File: src/bioprt_pkg.sv
package bioprt_pkg;
  // ****************************************************************
  // File addresses
  // ****************************************************************
  localparam logic [4:0] first_port_addr  = 5'h05;
  localparam logic [4:0] second_port_addr = 5'h06;
  localparam logic [4:0] third_port_addr  = 5'h07;
  // ****************************************************************
  // Widths and reset values
  // ****************************************************************
  localparam int         port_width        = 8;
  localparam int         first_port_pins_n = 4;
  localparam logic [7:0] dir_reset_value   = 8'hff;
  localparam logic [7:0] latch_reset_value = 8'h00;
  localparam logic [7:0] read_zero         = 8'h00;
  localparam logic [7:0] first_port_mask   = 8'h0f;
endpackage

File: src/bioprt_pin_bank.sv
`timescale 1ns/1ps
module bioprt_pin_bank #(
  parameter int          width = 8,
  parameter logic [7:0]  mask  = 8'hff
) (
  input  wire logic             clock,
  input  wire logic             resetn,
  input  wire logic             por_pulse,
  input  wire logic             clk_en,
  input  wire logic             wr_data,
  input  wire logic             wr_dir,
  input  wire logic [width-1:0] wdata,
  input  wire logic [width-1:0] pin_in,
  output logic      [width-1:0] pin_out,
  output logic      [width-1:0] pin_oe,
  output logic      [width-1:0] rd_value
);
  logic [width-1:0] latch_ff;
  logic [width-1:0] nxt_latch;
  logic [width-1:0] dir_ff;
  logic [width-1:0] nxt_dir;
  logic [width-1:0] out_ff;
  logic [width-1:0] nxt_out;
  logic [width-1:0] oe_ff;
  logic [width-1:0] nxt_oe;
  logic [width-1:0] msk;

  assign msk = mask[width-1:0];
  // Pins read live, never the latch; unused bits forced low
  assign rd_value = pin_in & msk;

  always_comb begin
    nxt_latch = latch_ff;
    nxt_dir   = dir_ff;
    if (por_pulse) begin
      nxt_latch = bioprt_pkg::latch_reset_value[width-1:0];
      nxt_dir   = bioprt_pkg::dir_reset_value[width-1:0];
    end else if (clk_en) begin
      if (wr_data) begin
        nxt_latch = wdata & msk;
      end
      if (wr_dir) begin
        nxt_dir = wdata | ~msk;
      end
    end
    // Per bit: one tristates, zero drives the latch
    nxt_oe  = ~nxt_dir & msk;
    nxt_out = nxt_latch & nxt_oe;
  end

  // Latch survives async reset; only power-on clears it
  always_ff @(posedge clock) begin
    latch_ff <= nxt_latch;
  end

  always_ff @(posedge clock or negedge resetn) begin
    if (!resetn) begin
      dir_ff <= bioprt_pkg::dir_reset_value[width-1:0];
      oe_ff  <= '0;
      out_ff <= '0;
    end else begin
      dir_ff <= nxt_dir;
      oe_ff  <= nxt_oe;
      out_ff <= nxt_out;
    end
  end

  assign pin_out = out_ff;
  assign pin_oe  = oe_ff;
endmodule // bioprt_pin_bank

File: src/bioprt_ports.sv
`timescale 1ns/1ps
module bioprt_ports #(
  parameter bit has_third_port = 1'b1
) (
  input  wire logic       clock,
  input  wire logic       resetn,
  input  wire logic       power_on,
  input  wire logic       clk_en,
  input  wire logic [4:0] file_addr,
  input  wire logic       file_rd,
  input  wire logic       file_wr,
  input  wire logic [7:0] file_wdata,
  input  wire logic       direction_load_instruction,
  input  wire logic [7:0] accumulator,
  output logic      [7:0] file_rdata,
  output logic            file_hit,
  input  wire logic [3:0] first_port_bits_in,
  output logic      [3:0] first_port_bits_out,
  output logic      [3:0] first_port_bits_oe,
  input  wire logic [7:0] second_port_in,
  output logic      [7:0] second_port_out,
  output logic      [7:0] second_port_oe,
  input  wire logic [7:0] third_port_in,
  output logic      [7:0] third_port_out,
  output logic      [7:0] third_port_oe
);
  // ****************************************************************
  // Decode
  // ****************************************************************
  logic       sel_a;
  logic       sel_b;
  logic       sel_c;
  logic       wr_a;
  logic       wr_b;
  logic       wr_c;
  logic       dir_a;
  logic       dir_b;
  logic       dir_c;
  logic [7:0] rd_a;
  logic [7:0] rd_b;
  logic [7:0] rd_c;
  logic [7:0] gp_ff;
  logic [7:0] nxt_gp;
  logic [7:0] rdata_ff;
  logic [7:0] nxt_rdata;
  logic       hit_ff;
  logic       nxt_hit;

  // Plain hit on each port address
  always_comb begin
    sel_a = 1'b0;
    sel_b = 1'b0;
    sel_c = 1'b0;
    if (file_addr == bioprt_pkg::first_port_addr) begin
      sel_a = 1'b1;
    end else if (file_addr == bioprt_pkg::second_port_addr) begin
      sel_b = 1'b1;
    end else if (file_addr == bioprt_pkg::third_port_addr) begin
      sel_c = 1'b1;
    end
  end

  assign wr_a = file_wr & sel_a;
  assign wr_b = file_wr & sel_b;
  assign wr_c = file_wr & sel_c & has_third_port;
  // Direction writes come only from the instruction, never a file write
  assign dir_a = direction_load_instruction & sel_a;
  assign dir_b = direction_load_instruction & sel_b;
  assign dir_c = direction_load_instruction & sel_c & has_third_port;

  // ****************************************************************
  // Pin banks
  // ****************************************************************
  logic [3:0] a_out;
  logic [3:0] a_oe;
  logic [3:0] a_rd;
  logic [3:0] a_wd;
  logic [3:0] a_dir_wd;
  logic [3:0] a_wd_sel;

  assign a_wd     = file_wdata[3:0];
  assign a_dir_wd = accumulator[3:0];
  assign a_wd_sel = dir_a ? a_dir_wd : a_wd;

  bioprt_pin_bank #(
    .width (4),
    .mask  (bioprt_pkg::first_port_mask)
  ) u_bank_a (
    .clock     (clock),
    .resetn    (resetn),
    .por_pulse (power_on),
    .clk_en    (clk_en),
    .wr_data   (wr_a),
    .wr_dir    (dir_a),
    .wdata     (a_wd_sel),
    .pin_in    (first_port_bits_in),
    .pin_out   (a_out),
    .pin_oe    (a_oe),
    .rd_value  (a_rd)
  );
  assign rd_a = {4'h0, a_rd};

  bioprt_pin_bank #(
    .width (8),
    .mask  (8'hff)
  ) u_bank_b (
    .clock     (clock),
    .resetn    (resetn),
    .por_pulse (power_on),
    .clk_en    (clk_en),
    .wr_data   (wr_b),
    .wr_dir    (dir_b),
    .wdata     (dir_b ? accumulator : file_wdata),
    .pin_in    (second_port_in),
    .pin_out   (second_port_out),
    .pin_oe    (second_port_oe),
    .rd_value  (rd_b)
  );

  generate
    if (has_third_port) begin : g_third
      bioprt_pin_bank #(
        .width (8),
        .mask  (8'hff)
      ) u_bank_c (
        .clock     (clock),
        .resetn    (resetn),
        .por_pulse (power_on),
        .clk_en    (clk_en),
        .wr_data   (wr_c),
        .wr_dir    (dir_c),
        .wdata     (dir_c ? accumulator : file_wdata),
        .pin_in    (third_port_in),
        .pin_out   (third_port_out),
        .pin_oe    (third_port_oe),
        .rd_value  (rd_c)
      );
    end else begin : g_no_third
      // Outputs stay released; the address becomes storage instead
      assign third_port_out = 8'h00;
      assign third_port_oe  = 8'h00;
      assign rd_c           = gp_ff;
    end
  endgenerate

  assign first_port_bits_out = a_out;
  assign first_port_bits_oe  = a_oe;

  // ****************************************************************
  // Storage at 07h and read return
  // ****************************************************************
  always_comb begin
    nxt_gp    = gp_ff;
    nxt_rdata = rdata_ff;
    nxt_hit   = hit_ff;
    if (clk_en) begin
      if (!has_third_port && file_wr && sel_c) begin
        nxt_gp = file_wdata;
      end
      nxt_hit = file_rd & (sel_a | sel_b | sel_c);
      // Direction state is never put on the read path
      if (!file_rd) begin
        nxt_rdata = bioprt_pkg::read_zero;
      end else if (sel_a) begin
        nxt_rdata = rd_a;
      end else if (sel_b) begin
        nxt_rdata = rd_b;
      end else if (sel_c) begin
        nxt_rdata = rd_c;
      end else begin
        nxt_rdata = bioprt_pkg::read_zero;
      end
    end
  end

  // Storage keeps its value across resets, as a file register would
  always_ff @(posedge clock) begin
    gp_ff <= nxt_gp;
  end

  always_ff @(posedge clock or negedge resetn) begin
    if (!resetn) begin
      rdata_ff <= bioprt_pkg::read_zero;
      hit_ff   <= 1'b0;
    end else begin
      rdata_ff <= nxt_rdata;
      hit_ff   <= nxt_hit;
    end
  end

  assign file_rdata = rdata_ff;
  assign file_hit   = hit_ff;
endmodule // bioprt_ports

File: config.mk
export PLATFORM = sky130hd
export DESIGN_NAME = bioprt_ports
export DESIGN_NICKNAME = d
export VERILOG_FILES = /design/src/bioprt_pkg.sv /design/src/bioprt_pin_bank.sv /design/src/bioprt_ports.sv
export SDC_FILE = /design/constraint.sdc
export NUM_CORES = 1
export LEC_CHECK = 0
export BUFFER_PORTS_ARGS = -buffer_cell sky130_fd_sc_hd__clkbuf_2
export CAP_MARGIN = 0
export CORE_MARGIN = 4
export CORE_UTILIZATION = 25
export CTS_CLUSTER_DIAMETER = 40
export DETAILED_ROUTE_END_ITERATION = 8
export HOLD_SLACK_MARGIN = 0.02
export PLACE_DENSITY_LB_ADDON = 0.3
export SETUP_SLACK_MARGIN = 0.3
export SLEW_MARGIN = 40
export SYNTH_ARGS = -nofsm -noshare
export SYNTH_HDL_FRONTEND = slang
export SYNTH_SLANG_ARGS = --single-unit
File: constraint.sdc
create_clock -name clock -period 1.4 [get_ports clock]
set_input_delay 0.07 -clock clock [delete_from_list [all_inputs] [get_ports clock]]
set_output_delay 0.07 -clock clock [all_outputs]
set_load 0.02 [all_outputs]
==> impl_metrics.yaml <==
finish:
  seq_area_mm2: 0.002152
  layoutNonFillerInstCount: 584
  finalNetCount: 451
  area_growth_pct: 44.25
  drive_gt1_frac: 0.4828
  nFillCells: 1335
  final_util: 0.3677
  multi_input_area_mm2: 0.001262
  antennaDiodeCount: 0
die:
  die_h_um: 124.2
  start_util: 0.2549
  dieArea_mm2: 0.01543
  core_mm2: 0.01324
  io_pins: 97
  die_w_um: 124.2
  rows: 42
grt:
  grt_pass1_vias: 2618
  antenna_found_initial: 0
  grt_max_degree: 37
  overflow: 0
  grt_use_total: 0.1111
  grt_pass1_wl_um: 13670
critical_path:
  path_cells: "buf_8 -> nor4bb_4 -> buf_6 -> and4b_1 -> buf_6 -> mux2i_2 -> nor2_1"
  r2r_end: "g_third.u_bank_c.pin_out[3]"
  path_max_fanout: 6
  worstSetupStartpoint: "file_addr[3]"
  rr_worst_depth: 3
  crit_type: "input port to flop"
  path_common_cell: "buf_6"
  crit_path_max_incr_delay_ps: 280
  critPathArrivalTime_ps: 1360
  required_ps: 1620
  crit_path_end_kind: "flop"
  crit_slowest_cell: "nor4bb_4"
  rrSetupSlack_ps: 410
  cp-start-kind: "input port"
  worstReg2RegStart: "g_third.u_bank_c.dir_ff[3]"
yosys:
  netlist_area_mm2: 0.003376
  synth-simple-area-share: 0.1212
  synth_fp_nets: 327
  synthCells: 279
  synth_fa_ha_area_frac: 0
  synth_compound_area_frac: 0.02891
  synthMuxAreaShare: 0.1583
  synth_top_family_by_area: "multiplexers"
  synthDistinctLibCells: 28
  yosys_register_bits: 89
  synth-xor-area-share: 0
  yosysWarnings: 0
  syn_area_per_cell_um2: 12.10
  synth-seq-area-share: 0.6375
place:
  portBuffers: 96
  dp.cells: 559
  gp_congestion: 0.7703
  dp.final_hpwl_um: 6023
sta:
  tns_ps: 0
  max_clock_freq_ghz: 0.8832
  relSlewSlack: 0.6343
  setup_violations: 0
  rsz0062_at_grt: "yes"
  worstMarginPinSlew_ps: 546.5
  hold_viol_final: 0
  drv_slew: 0
  fin_crit_sh: 0.8087
  fin_skew_ps: 5.244
  period_minus_slack_ps: 1132
pwr:
  peakVddDrop_uv: 455.0
  powerDensity_mw_per_mm2: 1055
  power_mw: 5.139
  leakage_nw: 2.484
worst_hold_path:
  min_path_cells: 3
  whs_endpoint: "file_rdata[6]"
  hold_class: "input port to flop"
  min-delay-start: "second_port_in[6]"
clock_tree:
  cts_buffers: 9
  clk_pin_slew_ps: 60
  cts.sinks: 89
  cts_tree: "built"
  clock_latency_ps: 340
  cts_max_level: 3
  cts_buffer_depth: 2
  cts-root-buf: "clkbuf_16"
routing:
  wl_per_cell_um: 14.07
  routed_wl_um: 8218
  num_vias: 2396
  dr.pass1.iters: 4
  antenna_left: 0
  drc: 0
  dr.first_iter.drc_count: 53
  viasPerCell: 4.103
job:
  cap_violations: 0
run_status:
  status: "finished clean"
-- cells by family (layout without fill, tap and decap cells) --
kind of cell	after synthesis	in the layout
flip-flops	89	89
AO/OA/AOI/OAI	14	14
multiplexers	52	52
AND/OR/NAND/NOR	83	83
buffers and inverters	41	170
-- critical path, delay by kind of cell --
kind / cells / cell delay (ps)
buffers and inverters: 3 / 440
muxes: 1 / 260
and+or+nand+nor: 3 / 580
-- Yosys cell counts (all sizes together) --
library cell   n  area (um2)
nor2          72       272.8
dfrtp         49        1226
mux2i         44       444.2
inv           29       108.9
dfstp         20       525.5
dfxtp         20       400.4
mux2           8       90.09
o22ai          8       50.05
buf            6       51.30
clkbuf         6       22.52
o32ai          4       35.03
nand3          3       32.53
nand4          2       33.78
and4b          1       10.01
nand2          1       3.750
nand4b         1       15.01
nor2b          1       6.260
nor4bb         1       25.02
o211ai         1       7.510
o21ai          1       5.000
or4b           1       10.01
-- final cells by class --
class,count,area share
clock buffers,9,0.04625
well taps,176,0.04522
clock inverters,7,0.009507
multi-input cells,149,0.2592
repair buffers,125,0.1755
inverters,29,0.02235
flip-flops and latches,89,0.4419
-- power by group --
part           leakage (nW)  internal [mW]  switching, mW
Sequential             1.06           2.58        0.00466
Combinational          1.30          0.171          0.206
Clock                 0.128           1.20          0.981
Total                  2.48           3.95           1.19
-- layer usage --
layer	GRT usage	vias up	part of all wire
met5	0	-	0
met4	0.04062	0	0.016
met3	0.03436	11	0.048
met2	0.1784	64	0.49
met1	0.1413	1163	0.45
li1	-	1158	-
-- layout by cell type, fill, tap and decap left out --
master and n:
mux2i_2 13, dfstp_2 20, nor2b_2 1, dfxtp_1 20, nor4bb_4 1, and4b_1 1, nand4b_2 1, o22ai_1 8
inv_1 29, mux2i_1 18, or4b_4 1, mux2i_4 13, clkbuf_16 9, nor2_1 71, inv_6 1, clkinvlp_4 3
buf_6 5, o32ai_1 4, nand3_1 1, clkbuf_2 92, dfrtp_1 49, clkinv_2 3, mux2_2 8, nand2_1 1
buf_12 7, nand4_2 1, nand3_4 2, nand4_4 1, buf_8 3, buf_4 11, nor2_2 1, o21ai_0 1
dlygate4sd3_1 7, o211ai_1 1
-- what timing repair did --
action | in CTS | in global routing
resized for setup | 11 | 29
pin swaps | 0 | 2
hold buffers | 7 | 0
endpoints found under the setup margin | 25 | 44
hold endpoints to repair | 57 | 0
buffers inserted | 0 | 2
-- through the flow --
step	worst slack, ps	area (um2)	hold slack, ps
6_report	267.8	4870	32.36
5_1_grt	224.0	4870	57.63
4_1_cts	252.7	4679	24.48
3_5_place_dp	-129.6	4287	-24.18
3_3_place_gp	-92.06	4287	-27.25
2_1_floorplan	132.1	3437	-225.6
-- state kept, by name (all words and copies together) (netlist names) --
name	count
u_bank_a.pin_oe	4
file_rdata	8
g_third.u_bank_c.pin_oe	8
u_bank_a.latch_ff	4
g_third.u_bank_c.latch_ff	8
u_bank_b.dir_ff	8
u_bank_b.pin_out	8
u_bank_b.latch_ff	8
u_bank_b.pin_oe	8
g_third.u_bank_c.dir_ff	8
g_third.u_bank_c.pin_out	8
file_hit	1
u_bank_a.dir_ff	4
u_bank_a.pin_out	4
-- worst max path at each step --
stage                                to  slack, ps  depth (start not counted)
finish              u_bank_a.pin_out[1]        270                          7
detailed placement   u_bank_b.pin_oe[5]       -130                          7
global route        u_bank_a.pin_out[0]        220                          7
CTS                 u_bank_a.pin_out[0]        250                          7
global placement     u_bank_b.pin_oe[6]        -90                          7
floorplan           u_bank_a.pin_out[0]        130                          7
No activity file was read; power rests on OpenSTA's default activity.
